[config.mk]
export PLATFORM = sky130hd
export DESIGN_NAME = multicast_ingress_classifier
export DESIGN_NICKNAME = d
export VERILOG_FILES = /design/src/hdl/mc_ingress_pkg.sv /design/src/hdl/mc_address_match.sv /design/src/hdl/multicast_ingress_classifier.sv
export SDC_FILE = /design/constraint.sdc
export NUM_CORES = 1
export LEC_CHECK = 0
export BUFFER_PORTS_ARGS = -buffer_cell sky130_fd_sc_hd__clkbuf_2
export CORE_ASPECT_RATIO = 1.5
export CORE_UTILIZATION = 25
export CTS_CLUSTER_DIAMETER = 120
export CTS_CLUSTER_SIZE = 20
export DETAILED_ROUTE_END_ITERATION = 7
export SYNTH_ARGS = -nofsm -noshare
export SYNTH_HDL_FRONTEND = slang
export SYNTH_SLANG_ARGS = --single-unit
[constraint.sdc]
create_clock -name clk_sys -period 20.8 [get_ports clk_sys]
set_input_delay 2.08 -clock clk_sys [delete_from_list [all_inputs] [get_ports clk_sys]]
set_output_delay 2.08 -clock clk_sys [all_outputs]
set_load 0.03 [all_outputs]
[src/hdl/mc_ingress_pkg.sv]
package mc_ingress_pkg;

   // ==========================================================
   // register map, byte addresses on the AXI4-Lite slave
   localparam logic [7:0] OFF_CAP        = 8'h00;
   localparam logic [7:0] OFF_CTL        = 8'h04;
   localparam logic [7:0] OFF_BASE_LO    = 8'h08;
   localparam logic [7:0] OFF_BASE_HI    = 8'h0C;
   localparam logic [7:0] OFF_BLKALL_LO  = 8'h10;
   localparam logic [7:0] OFF_BLKALL_HI  = 8'h14;
   localparam logic [7:0] OFF_BLKUT_LO   = 8'h18;
   localparam logic [7:0] OFF_BLKUT_HI   = 8'h1C;
   localparam logic [7:0] OFF_STATUS     = 8'h20;
   localparam logic [7:0] OFF_BLK_COUNT  = 8'h24;

   // ==========================================================
   // field positions and reset values
   localparam int         CTL_EN_BIT     = 31;
   localparam int         BASE_LO_LSB    = 6;
   localparam int         STS_PRI_BIT    = 0;
   localparam int         STS_SEC_BIT    = 1;
   localparam logic [5:0] MAX_GROUP_RST  = 6'h1F;  // field holds count minus one
   localparam logic [1:0] AT_UNTRANSLATED = 2'h0;
   localparam logic [1:0] RESP_OKAY      = 2'h0;
   localparam logic [1:0] RESP_SLVERR    = 2'h2;

   // ==========================================================
   // packet header carried alongside the classification
   typedef enum logic [1:0] {
      PKT_MEMWR    = 2'h0,   // posted memory write
      PKT_MSG_ADDR = 2'h1,   // address-routed message
      PKT_OTHER    = 2'h3
   } pkt_kind_t;

   typedef struct packed {
      pkt_kind_t   kind;
      logic [63:0] addr;
      logic [1:0]  addrType;
      logic        poisoned;
      logic        malformed;
      logic        ecrcBad;
      logic        acsSrcFail;
   } pkt_hdr_t;

   typedef struct packed {
      pkt_hdr_t   hdr;
      logic       isMc;
      logic [5:0] groupId;
      logic       blocked;
      logic       acsFail;
      logic       silentDrop;
   } class_res_t;

   // number of group-ID address bits: ceil(log2(count + 1))
   function automatic logic [2:0] gid_width(input logic [5:0] count);
      logic [6:0] n;
      n = {1'b0, count};
      gid_width = 3'h0;
      for (int i = 0; i < 7; i++) begin
         if (n > (7'h1 << i) - 7'h1) begin
            gid_width = 3'(i + 1);
         end
      end
   endfunction : gid_width

endpackage : mc_ingress_pkg

[src/hdl/mc_address_match.sv]
`timescale 1ns/1ps

// ==========================================================
// address match and group-ID extraction, purely combinational
module mc_address_match
   import mc_ingress_pkg::*;
(
   input  wire logic [63:0] addr,
   input  wire logic [63:0] base,
   input  wire logic [5:0]  exponent,
   input  wire logic [5:0]  enabledCount,
   output logic             baseHit,
   output logic [5:0]       groupId
);

   logic [2:0]  gidBits;
   logic [63:0] lowMask;
   logic [63:0] gidMask;
   logic [63:0] shifted;

   // region size is 2**exponent, group n sits n regions above base
   always_comb begin
      gidBits = gid_width(enabledCount);
      lowMask = (64'h1 << exponent) - 64'h1;
      gidMask = ((64'h1 << gidBits) - 64'h1) << exponent;
      shifted = (addr >> exponent) & ((64'h1 << gidBits) - 64'h1);
      groupId = shifted[5:0];
      // base must already hold zeros in the masked bits
      baseHit = ((addr & ~(lowMask | gidMask)) == base);
   end

endmodule : mc_address_match

[src/hdl/multicast_ingress_classifier.sv]
`timescale 1ns/1ps

// How it works
// - up to 64 groups; capability field resets to 32 groups, software may raise it.
// - only posted memory writes and address-routed messages can be multicast.
// - enable clear means nothing is multicast; non-multicast goes the unicast way.
// - group regions stack upward from group zero, one per enabled group.
// - each region spans two to the power of the size exponent bytes.
// - base address is 64 bits built from the low and high base fields.
// - group n starts at base plus n regions.
// - mask low and group-ID bits, compare with base; mismatch means unicast.
// - group ID is ceil(log2(count+1)) bits starting at the exponent position.
// - group ID above the enabled count means not multicast.
// - multicast packets get only the source-validation access check.
// - block-all bit of the packet's group blocks it.
// - block-untranslated bit blocks it when the address type says untranslated.
// - blocked packets are dropped and their credits returned.
// - blocked packets raise an error report with the header logged.
// - blocked packet sets target-abort flag, primary if upstream, else secondary.
// - both block filters are applied at the receiving port.
// - multicast keeps posted ordering, nothing extra.
// - malformed, poison and CRC handling stay as for any packet.
// - multicast stays within the receiving partition.
// - multicast accepted by no function is dropped silently.
module multicast_ingress_classifier
   import mc_ingress_pkg::*;
(
   input  wire logic                     clk_sys,
   input  wire logic                     rst_n,
   // axi4-lite slave
   input  wire logic [7:0]               s_axi_awaddr,
   input  wire logic                     s_axi_awvalid,
   output logic                          s_axi_awready,
   input  wire logic [31:0]              s_axi_wdata,
   input  wire logic [3:0]               s_axi_wstrb,
   input  wire logic                     s_axi_wvalid,
   output logic                          s_axi_wready,
   output logic [1:0]                    s_axi_bresp,
   output logic                          s_axi_bvalid,
   input  wire logic                     s_axi_bready,
   input  wire logic [7:0]               s_axi_araddr,
   input  wire logic                     s_axi_arvalid,
   output logic                          s_axi_arready,
   output logic [31:0]                   s_axi_rdata,
   output logic [1:0]                    s_axi_rresp,
   output logic                          s_axi_rvalid,
   input  wire logic                     s_axi_rready,
   // port role and egress acceptance
   input  wire logic                     isUpstream,
   input  wire logic [63:0]              recvUnion,
   // ingress packet
   input  wire logic                     pktValid,
   input  wire mc_ingress_pkg::pkt_hdr_t pktHdr,
   // classification result
   output logic                          resValid,
   output mc_ingress_pkg::class_res_t    res,
   output logic                          mcDrop,
   output logic                          creditReturn,
   output logic                          aerMcBlocked,
   output mc_ingress_pkg::pkt_hdr_t      aerHdrLog,
   output logic                          staPrimary,
   output logic                          staSecondary
);

   // ==========================================================
   // state of the block
   typedef struct packed {
      logic        awGot;
      logic [7:0]  awAddr;
      logic        wGot;
      logic [31:0] wData;
      logic [3:0]  wStrb;
      logic        awready;
      logic        wready;
      logic        bvalid;
      logic [1:0]  bresp;
      logic        arready;
      logic        rvalid;
      logic [31:0] rdata;
      logic [1:0]  rresp;
      logic [5:0]  max_group_count;
      logic        mcEnable;
      logic [5:0]  enabledCount;
      logic [5:0]  exponent;
      logic [63:0] base;
      logic [63:0] blockAll;
      logic [63:0] blockUt;
      logic        staPri;
      logic        staSec;
      logic [15:0] blockCount;
      logic        resValid;
      class_res_t  res;
      logic        drop;
      logic        credit;
      logic        aer;
      pkt_hdr_t    aerHdr;
   } state_t;

   state_t      state_ff;
   state_t      nxt_state;
   logic [1:0]  rstPipe_ff;
   logic        rstSyncN;
   logic        baseHit;
   logic [5:0]  gid;
   logic        candidate;
   logic        mcHit;
   logic        blockedNow;
   logic [31:0] rdWord;
   logic [31:0] mergeTmp;   // old word with the written bytes laid in, sliced afterwards

   // ==========================================================
   // reset release through two flops
   always_ff @(posedge clk_sys or negedge rst_n) begin
      if (!rst_n) begin
         rstPipe_ff <= 2'h0;
      end else begin
         rstPipe_ff <= {rstPipe_ff[0], 1'b1};
      end
   end
   assign rstSyncN = rstPipe_ff[1];

   // ==========================================================
   // byte-lane merge for register writes
   function automatic logic [31:0] merge(input logic [31:0] old,
                                         input logic [31:0] dat,
                                         input logic [3:0]  strb);
      for (int i = 0; i < 4; i++) begin
         if (strb[i]) begin
            old[8*i +: 8] = dat[8*i +: 8];
         end
      end
      merge = old;
   endfunction : merge

   function automatic logic mapped(input logic [7:0] off);
      mapped = (off[1:0] == 2'h0) && (off <= OFF_BLK_COUNT);
   endfunction : mapped

   // ==========================================================
   // address compare, shared by every packet
   mc_address_match u_match (
      .addr         (pktHdr.addr),
      .base         (state_ff.base),
      .exponent     (state_ff.exponent),
      .enabledCount (state_ff.enabledCount),
      .baseHit      (baseHit),
      .groupId      (gid)
   );

   // classification of the packet on the input this cycle
   always_comb begin
      candidate  = pktValid && ((pktHdr.kind == PKT_MEMWR) ||
                                (pktHdr.kind == PKT_MSG_ADDR));
      mcHit      = candidate && state_ff.mcEnable && baseHit &&
                   (gid <= state_ff.enabledCount);
      // filters use this ingress port's own vectors
      blockedNow = mcHit && (state_ff.blockAll[gid] ||
                   (state_ff.blockUt[gid] &&
                    (pktHdr.addrType == AT_UNTRANSLATED)));
   end

   // ==========================================================
   // register read decode
   always_comb begin
      rdWord = 32'h0;
      unique case (s_axi_araddr)
         OFF_CAP:       rdWord = {26'h0, state_ff.max_group_count};
         OFF_CTL:       rdWord = {state_ff.mcEnable, 25'h0,
                                  state_ff.enabledCount};
         OFF_BASE_LO:   rdWord = {state_ff.base[31:BASE_LO_LSB],
                                  state_ff.exponent};
         OFF_BASE_HI:   rdWord = state_ff.base[63:32];
         OFF_BLKALL_LO: rdWord = state_ff.blockAll[31:0];
         OFF_BLKALL_HI: rdWord = state_ff.blockAll[63:32];
         OFF_BLKUT_LO:  rdWord = state_ff.blockUt[31:0];
         OFF_BLKUT_HI:  rdWord = state_ff.blockUt[63:32];
         OFF_STATUS:    rdWord = {30'h0, state_ff.staSec, state_ff.staPri};
         OFF_BLK_COUNT: rdWord = {16'h0, state_ff.blockCount};
         default:       rdWord = 32'h0;
      endcase
   end

   // ==========================================================
   // next state: bus slave, registers, packet pipeline
   always_comb begin
      nxt_state = state_ff;
      mergeTmp  = 32'h0;

      // write address and data are taken in either order
      if (s_axi_awvalid && state_ff.awready) begin
         nxt_state.awGot  = 1'b1;
         nxt_state.awAddr = s_axi_awaddr;
      end
      if (s_axi_wvalid && state_ff.wready) begin
         nxt_state.wGot  = 1'b1;
         nxt_state.wData = s_axi_wdata;
         nxt_state.wStrb = s_axi_wstrb;
      end
      if (state_ff.bvalid && s_axi_bready) begin
         nxt_state.bvalid = 1'b0;
      end

      // perform the write once both halves are in
      if (nxt_state.awGot && nxt_state.wGot && !nxt_state.bvalid) begin
         nxt_state.awGot  = 1'b0;
         nxt_state.wGot   = 1'b0;
         nxt_state.bvalid = 1'b1;
         nxt_state.bresp  = mapped(nxt_state.awAddr) ? RESP_OKAY : RESP_SLVERR;
         unique case (nxt_state.awAddr)
            OFF_CAP: begin
               mergeTmp           = merge({26'h0, state_ff.max_group_count},
                                          nxt_state.wData, nxt_state.wStrb);
               nxt_state.max_group_count = mergeTmp[5:0];
            end
            OFF_CTL: begin
               mergeTmp = merge({state_ff.mcEnable, 25'h0, state_ff.enabledCount},
                                nxt_state.wData, nxt_state.wStrb);
               nxt_state.mcEnable     = mergeTmp[CTL_EN_BIT];
               nxt_state.enabledCount = mergeTmp[5:0];
            end
            OFF_BASE_LO: begin
               {nxt_state.base[31:BASE_LO_LSB], nxt_state.exponent} =
                  merge({state_ff.base[31:BASE_LO_LSB], state_ff.exponent},
                        nxt_state.wData, nxt_state.wStrb);
            end
            OFF_BASE_HI: begin
               nxt_state.base[63:32] = merge(state_ff.base[63:32],
                                             nxt_state.wData, nxt_state.wStrb);
            end
            OFF_BLKALL_LO: begin
               nxt_state.blockAll[31:0] = merge(state_ff.blockAll[31:0],
                                                nxt_state.wData, nxt_state.wStrb);
            end
            OFF_BLKALL_HI: begin
               nxt_state.blockAll[63:32] = merge(state_ff.blockAll[63:32],
                                                 nxt_state.wData, nxt_state.wStrb);
            end
            OFF_BLKUT_LO: begin
               nxt_state.blockUt[31:0] = merge(state_ff.blockUt[31:0],
                                               nxt_state.wData, nxt_state.wStrb);
            end
            OFF_BLKUT_HI: begin
               nxt_state.blockUt[63:32] = merge(state_ff.blockUt[63:32],
                                                nxt_state.wData, nxt_state.wStrb);
            end
            OFF_STATUS: begin
               // write one to clear; a same-cycle event sets it again below
               if (nxt_state.wStrb[0] && nxt_state.wData[STS_PRI_BIT]) begin
                  nxt_state.staPri = 1'b0;
               end
               if (nxt_state.wStrb[0] && nxt_state.wData[STS_SEC_BIT]) begin
                  nxt_state.staSec = 1'b0;
               end
            end
            default: begin
               nxt_state.bresp = nxt_state.bresp;
            end
         endcase
      end
      nxt_state.awready = !nxt_state.awGot && !nxt_state.bvalid;
      nxt_state.wready  = !nxt_state.wGot && !nxt_state.bvalid;

      // read channel: one read under way at a time
      if (state_ff.rvalid && s_axi_rready) begin
         nxt_state.rvalid = 1'b0;
      end
      if (s_axi_arvalid && state_ff.arready) begin
         nxt_state.rvalid = 1'b1;
         nxt_state.rdata  = rdWord;
         nxt_state.rresp  = mapped(s_axi_araddr) ? RESP_OKAY : RESP_SLVERR;
      end
      nxt_state.arready = !nxt_state.rvalid;

      // one-stage pipeline keeps packets in arrival order
      nxt_state.resValid       = pktValid;
      nxt_state.res.hdr        = pktHdr;
      nxt_state.res.isMc       = mcHit;
      nxt_state.res.groupId    = mcHit ? gid : 6'h0;
      nxt_state.res.blocked    = blockedNow;
      nxt_state.res.acsFail    = mcHit && pktHdr.acsSrcFail;
      nxt_state.res.silentDrop = mcHit && !blockedNow && !recvUnion[gid];
      nxt_state.drop           = blockedNow;
      nxt_state.credit         = blockedNow;
      nxt_state.aer            = blockedNow;
      if (blockedNow) begin
         nxt_state.aerHdr     = pktHdr;
         nxt_state.blockCount = state_ff.blockCount + 16'h1;
         // the event wins over a clear in the same cycle
         if (isUpstream) begin
            nxt_state.staPri = 1'b1;
         end else begin
            nxt_state.staSec = 1'b1;
         end
      end
   end

   // ==========================================================
   // single state register
   always_ff @(posedge clk_sys or negedge rstSyncN) begin
      if (!rstSyncN) begin
         state_ff          <= '0;
         state_ff.max_group_count <= MAX_GROUP_RST;
      end else begin
         state_ff <= nxt_state;
      end
   end

   // outputs come straight from the state register
   assign s_axi_awready = state_ff.awready;
   assign s_axi_wready  = state_ff.wready;
   assign s_axi_bvalid  = state_ff.bvalid;
   assign s_axi_bresp   = state_ff.bresp;
   assign s_axi_arready = state_ff.arready;
   assign s_axi_rvalid  = state_ff.rvalid;
   assign s_axi_rdata   = state_ff.rdata;
   assign s_axi_rresp   = state_ff.rresp;
   assign resValid      = state_ff.resValid;
   assign res           = state_ff.res;
   assign mcDrop        = state_ff.drop;
   assign creditReturn  = state_ff.credit;
   assign aerMcBlocked  = state_ff.aer;
   assign aerHdrLog     = state_ff.aerHdr;
   assign staPrimary    = state_ff.staPri;
   assign staSecondary  = state_ff.staSec;

   // ==========================================================
   // checks
   a_disabled_no_mc: assert property (@(posedge clk_sys) disable iff (!rstSyncN)
      pktValid && !state_ff.mcEnable |=> !res.isMc)
      else $error("multicast flagged while disabled");

   a_kind_filter: assert property (@(posedge clk_sys) disable iff (!rstSyncN)
      pktValid && (pktHdr.kind == PKT_OTHER) |=> !res.isMc && !res.blocked)
      else $error("non-posted kind classified multicast");

   a_gid_in_range: assert property (@(posedge clk_sys) disable iff (!rstSyncN)
      resValid && res.isMc |-> res.groupId <= $past(state_ff.enabledCount))
      else $error("group id beyond enabled count");

   a_block_all_hit: assert property (@(posedge clk_sys) disable iff (!rstSyncN)
      mcHit && state_ff.blockAll[gid] |=> resValid && res.blocked)
      else $error("block-all bit did not block");

   a_block_ut_hit: assert property (@(posedge clk_sys) disable iff (!rstSyncN)
      mcHit && state_ff.blockUt[gid] && (pktHdr.addrType != AT_UNTRANSLATED)
      && !state_ff.blockAll[gid] |=> !res.blocked)
      else $error("translated packet blocked by untranslated filter");

   a_drop_credit: assert property (@(posedge clk_sys) disable iff (!rstSyncN)
      resValid && res.blocked |-> mcDrop && creditReturn && aerMcBlocked)
      else $error("blocked packet not dropped with credits");

   a_aer_header: assert property (@(posedge clk_sys) disable iff (!rstSyncN)
      aerMcBlocked |-> (aerHdrLog == res.hdr) && res.isMc)
      else $error("logged header differs from blocked packet");

   a_sta_side: assert property (@(posedge clk_sys) disable iff (!rstSyncN)
      aerMcBlocked |-> ($past(isUpstream) ? staPrimary : staSecondary))
      else $error("target abort flag not set on the right side");

   a_one_cycle: assert property (@(posedge clk_sys) disable iff (!rstSyncN)
      pktValid ##1 !pktValid |-> resValid ##1 !resValid)
      else $error("result not one cycle after the packet");

endmodule : multicast_ingress_classifier

==> results.py, run 1 <==
metrics = {
    "sta": {
        "slew_violations": 3,
        "fin_crit_ns": 8.43,
        "hold_violations": 0,
        "fin_setup_tns_ns": 0,
        "maxSlewHeadroom_pct": -39.7,
        "worst_slew_pin_slew_ns": 2.08,
        "min_period_over_period_pct": 40.6,
        "max_freq_ghz": 0.119,
        "finClkSkew_ns": 0.0594,
        "setup_viol": 0,
        "grt_setup_unrepaired": "false",
    },
    "run_status": {
        "status": "finished with violations",
        "violations": "max-slew violations",
    },
    "power_and_ir_drop": {
        "netSwitchingFraction_pct": 54.8,
        "p_leak_nw": 14.1,
        "p_seq_share_pct": 24.8,
        "p_clk_share_pct": 11.6,
        "internal-power_mw": 2.22,
        "p_per_area_nw_per_um2": 152,
        "ir_drop_mv": 0.109,
        "switchingPower_mw": 2.69,
        "pwr-share-comb_pct": 63.6,
    },
    "logic_synthesis": {
        "synth_top_area_share_pct": 39.2,
        "ys.flop_type": "dfrtp_1",
        "synthTopCellsByArea": "dfrtp_1 (39%), buf_4 (5.4%), mux4_2 (5.1%)",
        "synth-edff-count": 0,
        "netlist_area_sq_um": 29400,
        "async_flop_share_pct": 100,
        "syn_area_per_cell_sq_um": 9.32,
        "synthDistinctLibCells": 113,
        "yosys_warnings": 0,
        "synthCells": 3156,
        "synth-seq-cells": 465,
        "yosysTopAreaCell": "dfrtp_1",
        "ys_seq_area_share_pct": 39.6,
    },
    "cts": {
        "cts_tree": "done",
        "cts_buffers": 27,
        "clock_path_buffers": 3,
        "clockRootBuffer": "clkbuf_16",
        "clkLatencyLatePin_ns": 0.66,
        "clk_pin_slew_ns": 0.09,
        "cts_resized": 0,
        "cts.hold.buffers_added": 0,
        "cts_max_level": 1,
        "post-cts-setup-buffer-count": 0,
        "numClockSinks": 465,
    },
    "setup_path": {
        "r2r_start": "state_ff[368]",
        "required_ns": 21.33,
        "worstSetupEndpointType": "register",
        "path_buf_inv": 4,
        "path_depth": 20,
        "cp_max_fo": 57,
        "critPathMaxStageDelay_ns": 0.74,
        "reg2reg_to": "aerHdrLog[33]",
        "rr_worst_depth": 20,
        "crit_family": "simple AND/OR/NAND/NOR gates",
        "path_common_cell": "buf_4",
        "start_kind": "register",
        "worstPathArrival_ns": 8.96,
        "r2r_slack_ns": 12.37,
        "worstSetupPathType": "reg -> reg",
        "cp_slowest_cell": "dfrtp_4",
        "critPathCapture": "aerHdrLog[33]",
        "cp-startpoint": "state_ff[368]",
        "path_cells": "buf_4, buf_4, nor2_1, a222oi_1, a221oi_1, a21o_2, nor2_4, clkinv_2, ha_1, nand3_1, nor2_1, a21oi_1, nand4b_1, nor3_1, nand4_1, nor4_1, and4_1, nand2_4, buf_4, mux2_1",
    },
    "drt": {
        "postRouteAntennaNets": 0,
        "via_per_inst": 5.62,
        "initialDrtViolationCount": 3529,
        "num_vias": 27100,
        "drc": 0,
        "wl_per_cell_um": 29.7,
        "first_pass_iters": 7,
        "wirelength_um": 143000,
    },
    "floorplanning": {
        "die_x_um": 282,
        "dieArea_sq_um": 119000,
        "die_h_um": 422,
        "io_pins": 398,
        "rows": 153,
        "core_area_sq_um": 116000,
        "initial_core_util_pct": 25.3,
    },
    "finish": {
        "synthToLayoutAreaGrowth_pct": 9.64,
        "final_util_pct": 27.7,
        "layout_commonest_cell": "dfrtp_1",
        "drive_gt1_share_pct": 21.9,
        "final_cell_mix": "dfrtp_1 (453), clkbuf_2 (395), nand2_1 (373)",
        "fin_nets": 3460,
    },
    "placed_design": {
        "dp_hpwl_um": 109000,
        "port_buffers": 395,
        "place_congestion": 1.09,
    },
    "flow_run": {
        "cap_viol_max_count": 0,
    },
    "global_route": {
        "grt_pass1_wl_um": 200000,
        "grt_antenna_before_repair": 5,
        "grt-ovfl-total": 0,
        "grt_max_degree": 165,
        "grt_pass1_vias": 25900,
        "grt_use_total_pct": 23.4,
    },
    "worst_hold_path": {
        "hold_path.class": "reg -> async",
    },
}
-- cell type report --
cell class | count | area (sq um)
clock buffer | 37 | 733
antenna | 1 | 2.50
fill | 12400 | 84000
clock inverter | 3 | 22.5
timing repair buffer | 468 | 2540
inverter | 80 | 302
sequential | 465 | 11700
tap | 1550 | 1940
multi-input combinational | 2211 | 15000
-- cell usage after synthesis (27+ instances only) --
master    count
nand2b_1     27
a222oi_1     29
nor3_1       37
xnor2_1      30
mux2i_1     119
inv_1        73
clkbuf_1    112
and3_1       28
buf_2        50
nand2_1     374
mux2_1       42
nor2b_1      31
nor2_1      269
dfrtp_1     460
mux4_2       66
a31oi_1      30
nand4_1      34
mux2_2       33
a21oi_1     207
nor4_1       28
buf_4       212
o21ai_0     184
a22oi_1      63
mux2_4       36
nand3_1     109
a311oi_1     27
-- cell families (layout without fill, tap and decap cells) --
group	after synthesis	in the layout	synth area share (%)
AOI/OAI and AO/OA	788	788	18.0
xor gates and xnor gates	42	42	1.25
adders and majority gates	10	10	0.426
buffers and inverters	483	588	9.50
DFF	465	465	39.6
muxes	296	296	13.8
other	2	6	0.0255
and+or+nand+nor	1070	1070	17.4
-- layer usage --
layer | routed length, um | up-vias | part of all wire (%) | track usage, %
met3 | 12200 | 470 | 8.5 | 4.56
met1 | 52300 | 13400 | 37 | 27.7
met5 | 39 | - | 0.027 | 0
met4 | 12500 | 6 | 8.7 | 16.7
li1 | - | 11500 | - | -
met2 | 66100 | 1686 | 46 | 37.7
-- power groups by stage --
stage | Combinational [mW] | Sequential, mW | Clock [mW]
after floorplan | 1.86 | 1.15 | 0
after global placement | 2.98 | 1.22 | 0
after detailed placement | 2.97 | 1.23 | 0
after CTS | 2.98 | 1.21 | 0.587
after global routing | 3.22 | 1.23 | 0.615
final | 3.12 | 1.22 | 0.569
-- worst min-delay path by stage --
stage,start,end,slack (ns),cells past startpoint
3_3_place_gp,rstPipe_ff[0],rstPipe_ff[1],0.34,0
6_report,rstPipe_ff[1],res[15],0.37,0
5_1_grt,rstPipe_ff[0],rstPipe_ff[1],0.39,0
4_1_cts,rstPipe_ff[0],rstPipe_ff[1],0.38,0
2_1_floorplan,rstPipe_ff[0],rstPipe_ff[1],0.33,0
3_5_place_dp,rstPipe_ff[0],rstPipe_ff[1],0.35,0
-- metrics by stage --
step                setup WS, ns  std cells  area [sq um]  hold WS, ns  total power [mW]
floorplan                   6.89       3159         29400        0.331              3.01
global placement           12.50       4771         31400        0.337              4.21
detailed placement         12.38       4771         31400        0.354              4.19
CTS                        12.55       4811         32200        0.376              4.78
global route               12.09       4814         32200        0.391              5.06
finish                     12.37       4815         32200        0.372              4.91
-- registers in the layout (all words and copies together) (netlist names) --
register / cells
state_ff: 267
res: 81
aerHdrLog: 72
s_axi_rdata: 32
rstPipe_ff: 2
aerMcBlocked: 1
resValid: 1
s_axi_arready: 1
s_axi_awready: 1
s_axi_bresp: 1
s_axi_bvalid: 1
s_axi_rresp: 1
s_axi_rvalid: 1
s_axi_wready: 1
staPrimary: 1
staSecondary: 1
Power figures use the tool's default switching activity.
==> run 2: changes to the inputs <==
Clock period 20.8 ns to 8.6 ns, I/O delays scaled along.
==> results.py, run 2 (synthesis results as in run 1) <==
metrics = {
    "worst_hold_path": {
        "hold_path.class": "in -> reg",
    },
    "finish": {
        "synthToLayoutAreaGrowth_pct": 10.1,
        "fin_area_sq_um": 32400,
        "regMostFlops": "state_ff",
        "fillers": 12500,
        "largest_reg_flops": 267,
        "final_cell_mix": "dfrtp_1 (453), clkbuf_2 (395), nand2_1 (373)",
        "drive_gt1_share_pct": 22.1,
        "layout_commonest_cell": "dfrtp_1",
        "fin_nets": 3468,
    },
    "cts": {
        "clk_pin_slew_ns": 0.09,
        "clock_path_buffers": 3,
        "cts_tree": "done",
        "numClockSinks": 465,
        "clockRootBuffer": "clkbuf_16",
        "cts_buffers": 28,
        "clkLatencyLatePin_ns": 0.65,
        "cts_max_level": 1,
    },
    "placed_design": {
        "dp_hpwl_um": 114000,
        "place_congestion": 1.11,
        "postPlaceCellArea_sq_um": 31500,
        "port_buffers": 395,
    },
    "setup_path": {
        "reg2reg_to": "state_ff[170]",
        "rr_worst_depth": 21,
        "cp_max_fo": 20,
        "worstSetupPathType": "reg -> reg",
        "cp_slowest_cell": "nor3_1",
        "worstSetupEndpointType": "register",
        "cp-startpoint": "state_ff[375]",
        "start_kind": "register",
        "critPathMaxStageDelay_ns": 0.76,
        "critPathCapture": "state_ff[170]",
        "worstPathArrival_ns": 7.77,
        "r2r_start": "state_ff[375]",
        "r2r_slack_ns": 1.37,
        "path_cells": "nor3_1, nand2_1, ha_1, nor3_1, o32ai_1, nor4_2, nand3_4, inv_2, ha_1, o21a_1, o21bai_1, a21oi_1, a221oi_1, nand4_1, nand4b_1, nor4bb_1, and4b_1, and4_1, buf_4, nand4_1, xnor2_1",
        "required_ns": 9.14,
    },
    "sta": {
        "worst_slew_pin_slew_ns": 1.28,
        "hold_violations": 0,
        "maxSlewHeadroom_pct": 12.2,
        "grt_setup_unrepaired": "false",
        "fin_setup_tns_ns": 0,
        "max_freq_ghz": 0.138,
        "setup_viol": 0,
        "fin_crit_ns": 7.23,
        "min_period_over_period_pct": 84.1,
        "finClkSkew_ns": 0.0254,
        "slew_violations": 0,
    },
    "global_route": {
        "grt-ovfl-total": 0,
        "grt_antenna_before_repair": 12,
        "grt_use_total_pct": 24.5,
        "grt_pass1_vias": 26300,
        "grt_pass1_wl_um": 208000,
        "grt_max_degree": 148,
    },
    "floorplanning": {
        "rows": 153,
        "die_h_um": 422,
        "dieArea_sq_um": 119000,
        "initial_core_util_pct": 25.3,
        "die_x_um": 282,
        "core_area_sq_um": 116000,
        "io_pins": 398,
    },
    "drt": {
        "wl_per_cell_um": 30.9,
        "first_pass_iters": 8,
        "via_per_inst": 5.60,
        "postRouteAntennaNets": 0,
        "drc": 0,
        "initialDrtViolationCount": 3032,
        "num_vias": 27000,
        "wirelength_um": 149000,
    },
    "power_and_ir_drop": {
        "p_per_area_nw_per_um2": 371,
        "ir_drop_mv": 0.216,
        "p_leak_nw": 14.2,
    },
    "flow_run": {
        "cap_viol_max_count": 0,
    },
    "run_status": {
        "status": "finished clean",
    },
}
## run 2: changes by cell type in the layout (fill, tap and decap cells not counted), moves of 2 or more
cell and change:
diode_2 +5, clkbuf_8 -3, clkbuf_1 +2, clkbuf_16 +2, buf_4 +7
## run 2: worst min-delay path by stage
stage                  startpoint            end  slack (ns)  depth (start not counted)
floorplan           rstPipe_ff[0]  rstPipe_ff[1]        0.33                          0
CTS                     pktHdr[2]        res[12]        0.29                          1
detailed placement  rstPipe_ff[0]  rstPipe_ff[1]        0.35                          0
global route            pktHdr[1]        res[11]        0.31                          1
global placement    rstPipe_ff[0]  rstPipe_ff[1]        0.34                          0
finish                  pktHdr[2]        res[12]        0.33                          1
## run 2: worst max-delay path: cells and delay by family, from the launching register on
family	cells	cell delay, ns
xor+xnor	1	0.16
simple gates	11	3.78
fa+ha+maj	2	0.85
buf+inv	2	0.69
flops	1	0.63
compound gates	5	0.96
## run 2: final cells by class
class / count / area [sq um] / area share (%)
Tap cell: 1550 / 1940 / 5.99
Clock buffer: 39 / 763 / 2.36
Inverter: 80 / 302 / 0.931
Timing Repair Buffer: 475 / 2610 / 8.05
Clock inverter: 4 / 63.8 / 0.197
Sequential cell: 465 / 11700 / 36.0
Antenna cell: 6 / 15.0 / 0.0464
Multi-Input combinational cell: 2211 / 15000 / 46.4
## run 2: routing by layer
| layer | GRT usage [%] | routed length [um] | up-vias |
|---|---|---|---|
| met1 | 28.3 | 54100 | 13500 |
| met5 | 0 | 111 | - |
| li1 | - | - | 11500 |
| met4 | 17.7 | 12900 | 16 |
| met2 | 40.6 | 70800 | 1531 |
| met3 | 4.24 | 11100 | 464 |
## run 2: per-stage QoR
stage / hold WS [ns] / utilization, % / total power [mW] / setup WS (ns) / cells
2_1_floorplan: 0.331 / - / 7.27 / 1.03 / 3159
3_3_place_gp: 0.335 / 27.1 / 10.3 / 1.63 / 4780
3_5_place_dp: 0.348 / 27.1 / 10.3 / 1.49 / 4780
4_1_cts: 0.293 / 27.8 / 11.8 / 1.48 / 4824
5_1_grt: 0.310 / 27.9 / 12.4 / 1.03 / 4825
6_report: 0.333 / 27.9 / 12.0 / 1.37 / 4830
## run 2: what timing repair did
item                      CTS  global route
buffers inserted            0             0
hold endpoints to repair    2             0
gates resized for setup     0             0
hold buffers                1             0
## run 2: report_power, final
part	internal [mW]	switching, mW
Clock	0.653	0.811
Sequential	2.52	0.436
Combinational	2.22	5.37
